`src/include/qdac_params.svh`:
```
`ifndef QDAC_PARAMS_SVH
`define QDAC_PARAMS_SVH

// Register byte offsets on the AXI4-Lite slave
`define QDAC_OFS_CTRL      8'h00
`define QDAC_OFS_STATUS    8'h04
`define QDAC_OFS_WORDS     8'h08
`define QDAC_OFS_INL_BASE  8'h10
`define QDAC_OFS_DACL_BASE 8'h20

// Control register fields and reset value
`define QDAC_CTRL_LISTEN_BIT 0
`define QDAC_CTRL_HOLD_BIT   1
`define QDAC_CTRL_RST        32'h0000_0001

// Status register fields
`define QDAC_STAT_OVF_BIT    0
`define QDAC_STAT_FRAME_BIT  1
`define QDAC_STAT_EMPTY_BIT  2
`define QDAC_STAT_FULL_BIT   3
`define QDAC_STAT_ALO_BIT    4
`define QDAC_STAT_AHI_BIT    5
`define QDAC_STAT_CLR_BIT    8

// Serial word layout
`define QDAC_WORD_BITS   16
`define QDAC_CODE_MSB    15
`define QDAC_CODE_LSB    4
`define QDAC_ADDR_HI_BIT 3
`define QDAC_ADDR_LO_BIT 2
`define QDAC_SEL_HI_BIT  1
`define QDAC_SEL_LO_BIT  0

// Converter layout
`define QDAC_NUM_CH      4
`define QDAC_CODE_BITS   12
`define QDAC_LADDER_BITS 10
`define QDAC_SEG_BITS    3
`define QDAC_FIFO_DEPTH  8

// AXI answers
`define QDAC_RESP_OKAY   2'h0
`define QDAC_RESP_SLVERR 2'h2

`endif

```
`src/include/qdac_pkg.sv`:
```
package qdac_pkg;

    // One converter code
    typedef logic [11:0] qdac_code_t;

    // Input latch selection carried in the low word bits
    typedef enum logic [1:0]
    {
        QDAC_CH_A = 2'b00,
        QDAC_CH_B = 2'b01,
        QDAC_CH_C = 2'b10,
        QDAC_CH_D = 2'b11
    } qdac_chan_e;

    // Accepted word on its way to the input latches
    typedef struct packed
    {
        qdac_code_t code;
        qdac_chan_e chan;
    } qdac_word_s;

endpackage

```
`src/include/qdac_stream_if.sv`:
```
`timescale 1ns/1ns
interface qdac_stream_if #(parameter int W = 14);
    logic         push_valid;
    logic         push_ready;
    logic [W-1:0] push_data;
    logic         pop_valid;
    logic         pop_ready;
    logic [W-1:0] pop_data;

    modport fifo (input push_valid, push_data, pop_ready, output push_ready, pop_valid, pop_data);
    modport user (output push_valid, push_data, pop_ready, input push_ready, pop_valid, pop_data);
endinterface

```
`src/design/qdac_fifo.sv`:
```
`timescale 1ns/1ns
module qdac_fifo #(parameter int W = 14, parameter int DEPTH = 8)
(
    // Clock and reset
    input  wire logic clk_i,
    input  wire logic rst_i,
    // Both stream sides
    qdac_stream_if.fifo s
);

    // DEPTH must be a power of two so the pointers wrap cleanly
    localparam int AW = $clog2(DEPTH);

    logic [W-1:0]  mem_reg [DEPTH];
    logic [AW:0]   wr_ptr_reg;
    logic [AW:0]   rd_ptr_reg;
    logic [AW:0]   fill;
    logic          push_fire;
    logic          pop_fire;

    // Occupancy from the extra pointer bit gives honest full and empty
    assign fill         = wr_ptr_reg - rd_ptr_reg;
    assign s.push_ready = (fill != (AW+1)'(DEPTH));
    assign s.pop_valid  = (fill != '0);
    assign s.pop_data   = mem_reg[rd_ptr_reg[AW-1:0]];
    assign push_fire    = s.push_valid & s.push_ready;
    assign pop_fire     = s.pop_valid & s.pop_ready;

    // Storage writes
    always_ff @(posedge clk_i)
    begin
        if (push_fire)
            mem_reg[wr_ptr_reg[AW-1:0]] <= s.push_data;
    end

    // Pointers
    always_ff @(posedge clk_i)
    begin
        if (rst_i)
        begin
            wr_ptr_reg <= '0;
            rd_ptr_reg <= '0;
        end
        else
        begin
            if (push_fire)
                wr_ptr_reg <= wr_ptr_reg + 1'b1;
            if (pop_fire)
                rd_ptr_reg <= rd_ptr_reg + 1'b1;
        end
    end

endmodule

```
`src/design/qdac_serial_load.sv`:
```
`timescale 1ns/1ns
`include "qdac_params.svh"
module qdac_serial_load
    import qdac_pkg::*;
#(
    parameter int ADDR_W     = 8,
    parameter int FIFO_DEPTH = `QDAC_FIFO_DEPTH
)
(
    // Clock and reset
    input  wire logic              clk_i,
    input  wire logic              rst_i,
    // AXI4-Lite write address and data
    input  wire logic [ADDR_W-1:0] s_axi_awaddr,
    input  wire logic              s_axi_awvalid,
    output logic                   s_axi_awready,
    input  wire logic [31:0]       s_axi_wdata,
    input  wire logic [3:0]        s_axi_wstrb,
    input  wire logic              s_axi_wvalid,
    output logic                   s_axi_wready,
    // AXI4-Lite write response
    output logic [1:0]             s_axi_bresp,
    output logic                   s_axi_bvalid,
    input  wire logic              s_axi_bready,
    // AXI4-Lite read
    input  wire logic [ADDR_W-1:0] s_axi_araddr,
    input  wire logic              s_axi_arvalid,
    output logic                   s_axi_arready,
    output logic [31:0]            s_axi_rdata,
    output logic [1:0]             s_axi_rresp,
    output logic                   s_axi_rvalid,
    input  wire logic              s_axi_rready,
    // Serial link pins
    input  wire logic              frame_sync_n_i,
    input  wire logic              serial_clk_in_i,
    input  wire logic              serial_data_in_i,
    output logic                   serial_data_out_o,
    // Latch control and address strap pins
    input  wire logic              load_all_outputs_n_i,
    input  wire logic              zero_outputs_n_i,
    input  wire logic              addr_strap_lo_i,
    input  wire logic              addr_strap_hi_i,
    // Converter switch drive
    output logic [47:0]            dac_code_o,
    output logic [11:0]            seg_switch_o,
    output logic [39:0]            ladder_switch_o
);

    import qdac_pkg::*;

    localparam int NCH = `QDAC_NUM_CH;
    localparam int WB  = `QDAC_WORD_BITS;

    // Word indices of the registers, at the width of the decoded address slice
    localparam logic [ADDR_W-3:0] IX_CTRL  = (ADDR_W-2)'(`QDAC_OFS_CTRL >> 2);
    localparam logic [ADDR_W-3:0] IX_STAT  = (ADDR_W-2)'(`QDAC_OFS_STATUS >> 2);
    localparam logic [ADDR_W-3:0] IX_WORDS = (ADDR_W-2)'(`QDAC_OFS_WORDS >> 2);
    localparam logic [ADDR_W-3:0] IX_INL   = (ADDR_W-2)'(`QDAC_OFS_INL_BASE >> 2);
    localparam logic [ADDR_W-3:0] IX_DACL  = (ADDR_W-2)'(`QDAC_OFS_DACL_BASE >> 2);

    // Synchronised pins
    logic [6:0]        pins_s;
    logic              frame_n_s;
    logic              sclk_s;
    logic              sdata_s;
    logic              load_n_s;
    logic              clr_n_s;
    logic              strap_lo_s;
    logic              strap_hi_s;
    logic              sclk_prev_reg;
    logic              load_n_prev_reg;
    logic              sclk_fall;
    logic              load_fall;

    // Serial front end
    logic [WB-1:0]     shift_reg;
    logic [WB-1:0]     word_next;
    logic [4:0]        bit_cnt_reg;
    logic              word_done;
    logic              addr_match;

    // Latches and stream
    qdac_word_s        acc_word_reg;
    logic              acc_valid_reg;
    qdac_word_s        pop_word;
    qdac_code_t        inl_reg  [NCH];
    qdac_code_t        dacl_reg [NCH];
    logic [47:0]       code_reg;
    logic [11:0]       seg_reg;
    logic [39:0]       ladder_reg;

    // Software state
    logic [31:0]       ctrl_reg;
    logic              ovf_reg;
    logic [15:0]       acc_cnt_reg;
    logic [15:0]       rej_cnt_reg;

    // Bus slave state
    logic              aw_got_reg;
    logic              w_got_reg;
    logic [ADDR_W-1:0] aw_addr_reg;
    logic [31:0]       w_data_reg;
    logic [3:0]        w_strb_reg;
    logic              wr_do;
    logic              wr_hit;
    logic              ovf_clr;
    logic [31:0]       rd_data;
    logic              rd_hit;

    qdac_stream_if #(.W($bits(qdac_word_s))) strm ();

    // Every pin comes from outside this clock domain
    qdac_sync #(.W(7)) u_sync
    (
        .clk_i   (clk_i),
        .rst_i   (rst_i),
        .async_i ({frame_sync_n_i, serial_clk_in_i, serial_data_in_i, load_all_outputs_n_i,
                   zero_outputs_n_i, addr_strap_lo_i, addr_strap_hi_i}),
        .sync_o  (pins_s)
    );

    assign frame_n_s  = pins_s[6];
    assign sclk_s     = pins_s[5];
    assign sdata_s    = pins_s[4];
    assign load_n_s   = pins_s[3];
    assign clr_n_s    = pins_s[2];
    assign strap_lo_s = pins_s[1];
    assign strap_hi_s = pins_s[0];

    // Edge detectors track the synchronised levels even in reset, so the
    // synchroniser flushing out of its reset state never looks like an edge
    always_ff @(posedge clk_i)
    begin
        sclk_prev_reg   <= sclk_s;
        load_n_prev_reg <= load_n_s;
    end

    assign sclk_fall = sclk_prev_reg & ~sclk_s;
    assign load_fall = load_n_prev_reg & ~load_n_s;

    // Shifter runs at every falling edge in a frame, whatever the address
    assign word_next = {shift_reg[WB-2:0], sdata_s};

    always_ff @(posedge clk_i)
    begin
        if (rst_i)
            shift_reg <= '0;
        else if (sclk_fall && !frame_n_s)
            shift_reg <= word_next;
    end

    assign serial_data_out_o = shift_reg[WB-1];

    // Bit counter restarts at every frame and stops after the sixteenth edge
    always_ff @(posedge clk_i)
    begin
        if (rst_i)
            bit_cnt_reg <= '0;
        else if (frame_n_s)
            bit_cnt_reg <= '0;
        else if (sclk_fall && bit_cnt_reg != 5'(WB))
            bit_cnt_reg <= bit_cnt_reg + 5'h1;
    end

    // Longer frames still pass bits on, but only the first word is decoded here
    assign word_done  = sclk_fall && !frame_n_s && (bit_cnt_reg == 5'(WB - 1));
    assign addr_match = (word_next[`QDAC_ADDR_HI_BIT] == strap_hi_s)
                     && (word_next[`QDAC_ADDR_LO_BIT] == strap_lo_s);

    // Accepted word, offered to the FIFO for one cycle
    always_ff @(posedge clk_i)
    begin
        if (rst_i)
        begin
            acc_valid_reg <= 1'b0;
            acc_word_reg  <= '0;
        end
        else
        begin
            acc_valid_reg <= word_done && addr_match && ctrl_reg[`QDAC_CTRL_LISTEN_BIT];
            if (word_done)
            begin
                acc_word_reg.code <= word_next[`QDAC_CODE_MSB:`QDAC_CODE_LSB];
                acc_word_reg.chan <= qdac_chan_e'(word_next[`QDAC_SEL_HI_BIT:`QDAC_SEL_LO_BIT]);
            end
        end
    end

    // Word counters for software
    always_ff @(posedge clk_i)
    begin
        if (rst_i)
        begin
            acc_cnt_reg <= '0;
            rej_cnt_reg <= '0;
        end
        else if (word_done)
        begin
            if (addr_match)
                acc_cnt_reg <= acc_cnt_reg + 16'h1;
            else
                rej_cnt_reg <= rej_cnt_reg + 16'h1;
        end
    end

    // The link cannot stall, so a word that meets a full FIFO is lost and flagged
    assign strm.push_valid = acc_valid_reg;
    assign strm.push_data  = acc_word_reg;
    assign strm.pop_ready  = ~ctrl_reg[`QDAC_CTRL_HOLD_BIT];
    assign pop_word        = qdac_word_s'(strm.pop_data);

    qdac_fifo #(.W($bits(qdac_word_s)), .DEPTH(FIFO_DEPTH)) u_fifo
    (
        .clk_i (clk_i),
        .rst_i (rst_i),
        .s     (strm)
    );

    // Overflow flag; a new loss beats a clear in the same cycle
    always_ff @(posedge clk_i)
    begin
        if (rst_i)
            ovf_reg <= 1'b0;
        else if (acc_valid_reg && !strm.push_ready)
            ovf_reg <= 1'b1;
        else if (ovf_clr)
            ovf_reg <= 1'b0;
    end

    // Input latches take drained words; clear never touches them
    always_ff @(posedge clk_i)
    begin
        if (rst_i)
        begin
            for (int i = 0; i < NCH; i++)
                inl_reg[i] <= '0;
        end
        else if (strm.pop_valid && strm.pop_ready)
            inl_reg[pop_word.chan] <= pop_word.code;
    end

    // Converter latches: clear wins over load
    always_ff @(posedge clk_i)
    begin
        if (rst_i || !clr_n_s)
        begin
            for (int i = 0; i < NCH; i++)
                dacl_reg[i] <= '0;
        end
        else if (load_fall)
        begin
            for (int i = 0; i < NCH; i++)
                dacl_reg[i] <= inl_reg[i];
        end
    end

    // Switch decode, registered so the pins change together
    always_ff @(posedge clk_i)
    begin
        if (rst_i)
        begin
            code_reg   <= '0;
            seg_reg    <= '0;
            ladder_reg <= '0;
        end
        else
        begin
            for (int i = 0; i < NCH; i++)
            begin
                code_reg[i*12 +: 12]  <= dacl_reg[i];
                ladder_reg[i*10 +: 10] <= dacl_reg[i][9:0];
                for (int k = 0; k < `QDAC_SEG_BITS; k++)
                    seg_reg[i*3 + k] <= (dacl_reg[i][11:10] > 2'(k));
            end
        end
    end

    assign dac_code_o      = code_reg;
    assign seg_switch_o    = seg_reg;
    assign ladder_switch_o = ladder_reg;

    // Write channel: address and data caught in either order
    assign s_axi_awready = ~aw_got_reg & ~s_axi_bvalid;
    assign s_axi_wready  = ~w_got_reg & ~s_axi_bvalid;
    assign wr_do         = aw_got_reg & w_got_reg & ~s_axi_bvalid;
    assign wr_hit        = (aw_addr_reg[ADDR_W-1:2] == IX_CTRL)
                        || (aw_addr_reg[ADDR_W-1:2] == IX_STAT);
    assign ovf_clr       = wr_do && w_strb_reg[0]
                        && (aw_addr_reg[ADDR_W-1:2] == IX_STAT)
                        && w_data_reg[`QDAC_STAT_OVF_BIT];

    always_ff @(posedge clk_i)
    begin
        if (rst_i)
        begin
            aw_got_reg  <= 1'b0;
            w_got_reg   <= 1'b0;
            aw_addr_reg <= '0;
            w_data_reg  <= '0;
            w_strb_reg  <= '0;
        end
        else
        begin
            if (s_axi_awvalid && s_axi_awready)
            begin
                aw_got_reg  <= 1'b1;
                aw_addr_reg <= s_axi_awaddr;
            end
            else if (wr_do)
                aw_got_reg <= 1'b0;
            if (s_axi_wvalid && s_axi_wready)
            begin
                w_got_reg  <= 1'b1;
                w_data_reg <= s_axi_wdata;
                w_strb_reg <= s_axi_wstrb;
            end
            else if (wr_do)
                w_got_reg <= 1'b0;
        end
    end

    // Write response
    always_ff @(posedge clk_i)
    begin
        if (rst_i)
        begin
            s_axi_bvalid <= 1'b0;
            s_axi_bresp  <= `QDAC_RESP_OKAY;
        end
        else if (wr_do)
        begin
            s_axi_bvalid <= 1'b1;
            s_axi_bresp  <= wr_hit ? `QDAC_RESP_OKAY : `QDAC_RESP_SLVERR;
        end
        else if (s_axi_bready)
            s_axi_bvalid <= 1'b0;
    end

    // Control register, byte lanes honoured
    always_ff @(posedge clk_i)
    begin
        if (rst_i)
            ctrl_reg <= `QDAC_CTRL_RST;
        else if (wr_do && (aw_addr_reg[ADDR_W-1:2] == IX_CTRL))
        begin
            for (int b = 0; b < 4; b++)
                if (w_strb_reg[b])
                    ctrl_reg[b*8 +: 8] <= w_data_reg[b*8 +: 8];
        end
    end

    // Read decode
    always_comb
    begin
        rd_data = 32'h0000_0000;
        rd_hit  = 1'b1;
        case (s_axi_araddr[ADDR_W-1:2])
            IX_CTRL:
                rd_data = ctrl_reg;
            IX_STAT:
            begin
                rd_data[`QDAC_STAT_OVF_BIT]   = ovf_reg;
                rd_data[`QDAC_STAT_FRAME_BIT] = ~frame_n_s;
                rd_data[`QDAC_STAT_EMPTY_BIT] = ~strm.pop_valid;
                rd_data[`QDAC_STAT_FULL_BIT]  = ~strm.push_ready;
                rd_data[`QDAC_STAT_ALO_BIT]   = strap_lo_s;
                rd_data[`QDAC_STAT_AHI_BIT]   = strap_hi_s;
                rd_data[`QDAC_STAT_CLR_BIT]   = ~clr_n_s;
            end
            IX_WORDS:
                rd_data = {rej_cnt_reg, acc_cnt_reg};
            default:
            begin
                rd_hit = 1'b0;
                for (int i = 0; i < NCH; i++)
                begin
                    if (s_axi_araddr[ADDR_W-1:2] == IX_INL + (ADDR_W-2)'(i))
                    begin
                        rd_data = {20'h00000, inl_reg[i]};
                        rd_hit  = 1'b1;
                    end
                    if (s_axi_araddr[ADDR_W-1:2] == IX_DACL + (ADDR_W-2)'(i))
                    begin
                        rd_data = {20'h00000, dacl_reg[i]};
                        rd_hit  = 1'b1;
                    end
                end
            end
        endcase
    end

    // Read answer one cycle after the address is taken
    assign s_axi_arready = ~s_axi_rvalid;

    always_ff @(posedge clk_i)
    begin
        if (rst_i)
        begin
            s_axi_rvalid <= 1'b0;
            s_axi_rdata  <= '0;
            s_axi_rresp  <= `QDAC_RESP_OKAY;
        end
        else if (s_axi_arvalid && s_axi_arready)
        begin
            s_axi_rvalid <= 1'b1;
            s_axi_rdata  <= rd_data;
            s_axi_rresp  <= rd_hit ? `QDAC_RESP_OKAY : `QDAC_RESP_SLVERR;
        end
        else if (s_axi_rready)
            s_axi_rvalid <= 1'b0;
    end

endmodule

```
`src/design/qdac_sync.sv`:
```
`timescale 1ns/1ns
module qdac_sync #(parameter int W = 1)
(
    // Clock and reset
    input  wire logic         clk_i,
    input  wire logic         rst_i,
    // Asynchronous in, synchronous out
    input  wire logic [W-1:0] async_i,
    output logic      [W-1:0] sync_o
);

    logic [W-1:0] meta_reg;
    logic [W-1:0] sync_reg;

    // Two flops; only the second stage reaches logic
    always_ff @(posedge clk_i)
    begin
        if (rst_i)
        begin
            meta_reg <= '0;
            sync_reg <= '0;
        end
        else
        begin
            meta_reg <= async_i;
            sync_reg <= meta_reg;
        end
    end

    assign sync_o = sync_reg;

endmodule

```
`config.mk`:
```
export PLATFORM = sky130hd
export DESIGN_NAME = qdac_serial_load
export DESIGN_NICKNAME = d
export VERILOG_FILES = /design/src/include/qdac_pkg.sv /design/src/include/qdac_stream_if.sv /design/src/design/qdac_fifo.sv /design/src/design/qdac_serial_load.sv /design/src/design/qdac_sync.sv
export VERILOG_INCLUDE_DIRS = /design/src /design/src/include
export SDC_FILE = /design/constraint.sdc
export NUM_CORES = 1
export LEC_CHECK = 0
export ABC_AREA = 1
export BUFFER_PORTS_ARGS = -buffer_cell sky130_fd_sc_hd__buf_2
export CAP_MARGIN = 5
export CELL_PAD_IN_SITES_DETAIL_PLACEMENT = 1
export CELL_PAD_IN_SITES_GLOBAL_PLACEMENT = 1
export CORE_MARGIN = 2
export CORE_UTILIZATION = 40
export CTS_CLUSTER_DIAMETER = 40
export DETAILED_ROUTE_END_ITERATION = 8
export GPL_TIMING_DRIVEN = 0
export HOLD_SLACK_MARGIN = 0.03
export PLACE_DENSITY = 0.84
export SYNTH_ARGS = -nofsm -noshare
export SYNTH_HDL_FRONTEND = slang
export SYNTH_SLANG_ARGS = --single-unit
```
`constraint.sdc`:
```
create_clock -name clk_i -period 2.9 [get_ports clk_i]
set_clock_uncertainty 0.05 [all_clocks]
set_input_delay 0 -clock clk_i [delete_from_list [all_inputs] [get_ports clk_i]]
set_output_delay 0 -clock clk_i [all_outputs]
set_load 0.005 [all_outputs]
```
==> results.py <==
metrics = {
    "yosys": {
        "ys_warn_count": 0,
        "yosysSeqAreaShare_pct": 59.6,
        "synthDistinctLibCells": 40,
        "synth.ff_latch_count": 476,
        "synthCells": 2183,
        "synth_ff_type": "dfxtp_1",
        "yosys-top-cells-area": "edfxtp_1, dfxtp_1, nand2_1",
        "yosysMostFrequentCell": "nand2_1",
        "synth_area_per_cell_sq_um": 8.93,
        "synth_top_area_share_pct": 32.0,
        "synthesis.area_sq_um": 19500,
        "synth_edf_count": 208,
        "yosys.area.top_type": "edfxtp_1",
        "synth-async-reset-ratio_pct": 0,
        "synth_commonest_cells": "nand2_1, nor2_1, dfxtp_1",
    },
    "die": {
        "dieHeight_um": 225,
        "rows": 80,
        "core_sq_um": 47900,
        "start_util_pct": 40.7,
        "die_w_um": 225,
        "die_area_sq_um": 50500,
        "ios": 208,
    },
    "placement": {
        "post-place-ws_ps": -371,
        "dp_hpwl_um": 46100,
        "routabilityCongestion": 0.912,
        "placedCellCount": 3003,
        "port-buffer-count": 199,
    },
    "clocking": {
        "htree_levels": 3,
        "tritoncts": "built",
        "clk_latency_ps": 630,
        "cts_root_buf": "clkbuf_16",
        "path_clk_slew_ps": 60,
        "cts_buffer_depth": 3,
        "cts_buffers": 70,
        "cts.sinks": 476,
    },
    "layout": {
        "synthToLayoutAreaGrowth_pct": 26.8,
        "fin_cells": 3210,
        "largest_reg_flops": 112,
        "drive_above_1_share_pct": 18.5,
        "final_util_pct": 51.6,
        "nNetsFinal": 2610,
    },
    "drt": {
        "num_vias": 17300,
        "wire_per_inst_um": 21.7,
        "ant_nets": 0,
        "dr.pass1.iters": 7,
        "avgViaCountPerCell": 5.38,
        "wl_um": 69800,
        "drt_iter0_drc": 1567,
        "drc": 0,
    },
    "sta": {
        "max-slew-margin-rel_pct": 14.4,
        "fmax_mhz": 311,
        "rsz0062_at_grt": "yes",
        "setup_ws_ps": -318,
        "hold_viol": 0,
        "maxSlewViolCount": 0,
        "period_minus_slack_ps": 3220,
        "setup_viol": 135,
        "fin_crit_sh_pct": 111,
        "tightest_slew_ps": 1280,
    },
    "worst_setup_path": {
        "cp.arrival_ps": 3450,
        "cp-startpoint": "u_fifo.rd_ptr_reg[1]$_SDFFE_PP0P_",
        "crit_type": "reg -> reg",
        "crit_top_cell": "nand2_1",
        "slowest_delay_ps": 410,
        "end_kind": "flip-flop",
        "critPathSlowestCell": "dfxtp_1",
        "reg2reg_slack_ps": -320,
        "cp-start-kind": "flip-flop",
        "rr_worst_depth": 12,
        "timing.rr.end": "u_fifo.mem_reg[1][9]$_DFFE_PP_",
        "worstSetupEndpoint": "u_fifo.mem_reg[1][9]$_DFFE_PP_",
        "required_ps": 3130,
        "path_cells": "inv_1 > ha_1 > inv_1 > o21bai_2 > xor2_1 > nor2_1 > nand2_1 > nand2_1 > inv_2 > nand2_1 > nor2_2 > buf_8",
        "r2r_start": "u_fifo.rd_ptr_reg[1]$_SDFFE_PP0P_",
        "cp_max_fo": 14,
    },
    "run_status": {
        "violations": "setup timing",
        "status": "finished, violations left",
    },
    "power": {
        "p_total_uw": 19600,
        "p_int_uw": 13800,
        "switching_power_uw": 5800,
        "p_seq_share_pct": 39.2,
        "leakagePower_uw": 0.0102,
        "power_frac_comb_pct": 14.8,
        "pwr-share-clk_pct": 46.1,
        "switching_share_pct": 29.5,
        "peakVddDrop_mv": 0.439,
        "powerDensity_nw_per_um2": 795,
    },
    "grt": {
        "grt_usage_pct": 27.2,
        "grt_max_degree": 33,
        "grt_pass1_wl_um": 105000,
        "grt.overflow.total": 0,
        "antenna_found_initial": 3,
        "first_global_vias": 18200,
    },
    "job": {
        "maxCapViolations": 0,
    },
    "hold_path": {
        "worstHoldPathType": "in -> reg",
    },
}
cells in the final DEF (no fill, tap or decap), drive strengths merged, types with 2 or more instances in the layout:
master,Yosys,routed
a21boi,5,5
a21oi,178,178
a32oi,11,11
buf,76,287
bufinv,0,6
clkbuf,71,163
clkinv,0,14
clkinvlp,0,5
conb,1,2
dfxtp,268,268
diode,0,3
dlygate4sd3,0,67
edfxtp,208,208
ha,10,10
inv,240,253
nand2,400,400
nand3,94,94
nand4,27,27
nor2,338,338
nor3,65,65
nor3b,4,4
nor4,2,2
o211ai,8,8
o21ai,136,136
o221ai,2,2
o22ai,17,17
xnor2,2,2
xor2,15,15
critical path, delay by kind of cell (launching register included):
kind                     cells  cell delay [ps]
XOR/XNOR                     1              260
AO/OA/AOI/OAI                1              180
adder cells (fa/ha/maj)      1              330
buffers and inverters        4              620
AND/OR/NAND/NOR              5             1040
flip-flops                   1              410
layer usage:
layer / up-vias / wire length (um) / part of all wire (%) / global-route usage, %
li1: 7842 / - / - / -
met1: 8447 / 27000 / 39 / 32.0
met2: 776 / 35000 / 50 / 47.9
met3: 192 / 5320 / 7.6 / 5.59
met4: 2 / 2460 / 3.5 / 11.6
met5: - / 9 / 0.013 / 0
through the flow:
step | hold slack [ps] | setup TNS [ps] | instance area [sq um]
after floorplan | 57.0 | 0 | 19500
after global placement | 157 | -129140 | 21300
after detailed placement | 169 | -24560 | 21400
after CTS | 46.8 | 0 | 24600
after global routing | 103 | -21510 | 24700
final | 74.8 | -16730 | 24700
worst min path at each step:
stage | startpoint | end | slack [ps] | cells after the start
final | s_axi_arvalid | s_axi_rdata[16]$_SDFFE_PP0P_ | 70 | 5
after floorplan | addr_strap_hi_i | u_sync.meta_reg[0]$_SDFF_PP0_ | 60 | 2
after global placement | serial_clk_in_i | u_sync.meta_reg[5]$_SDFF_PP0_ | 160 | 3
after global routing | addr_strap_hi_i | u_sync.meta_reg[0]$_SDFF_PP0_ | 100 | 4
after CTS | s_axi_wvalid | w_data_reg[29]$_SDFFE_PP0P_ | 50 | 4
after detailed placement | serial_data_in_i | u_sync.meta_reg[4]$_SDFF_PP0_ | 170 | 3
cell families after synthesis:
group           synth area share [%]
fa+ha+maj                      0.642
flops                           59.6
mux                            0.116
other cells                   0.0192
xor+xnor                       0.764
buf+inv                         8.58
compound gates                  9.87
simple gates                    20.4
power groups by stage:
stage | combinational, uW | sequential [uW] | clock (uW)
after floorplan | 1680 | 7690 | 0
after detailed placement | 2600 | 7810 | 0
after global placement | 2450 | 7790 | 0
final | 2910 | 7700 | 9050
after CTS | 2750 | 7670 | 9050
after global routing | 3130 | 7720 | 9400
cell type report:
| class | count | area, sq um |
|---|---|---|
| repair buffers | 278 | 1840 |
| inverters | 240 | 901 |
| plain buffers | 147 | 773 |
| flip-flops and latches | 476 | 11600 |
| multi-input cells | 1321 | 6310 |
| clock inverters | 38 | 445 |
| diodes | 3 | 7.51 |
| well taps | 615 | 769 |
| fillers | 5468 | 23200 |
| clock buffers | 92 | 2060 |
timing repair:
item / in CTS / in global routing
buffers inserted: 1 / 6
pin swaps: 1 / 6
endpoints found under the setup margin: 114 / 153
hold endpoints to repair: 52 / 0
hold buffers: 67 / 0
gates resized for setup: 11 / 8
Note: power is estimated with default switching activity, not from simulation.
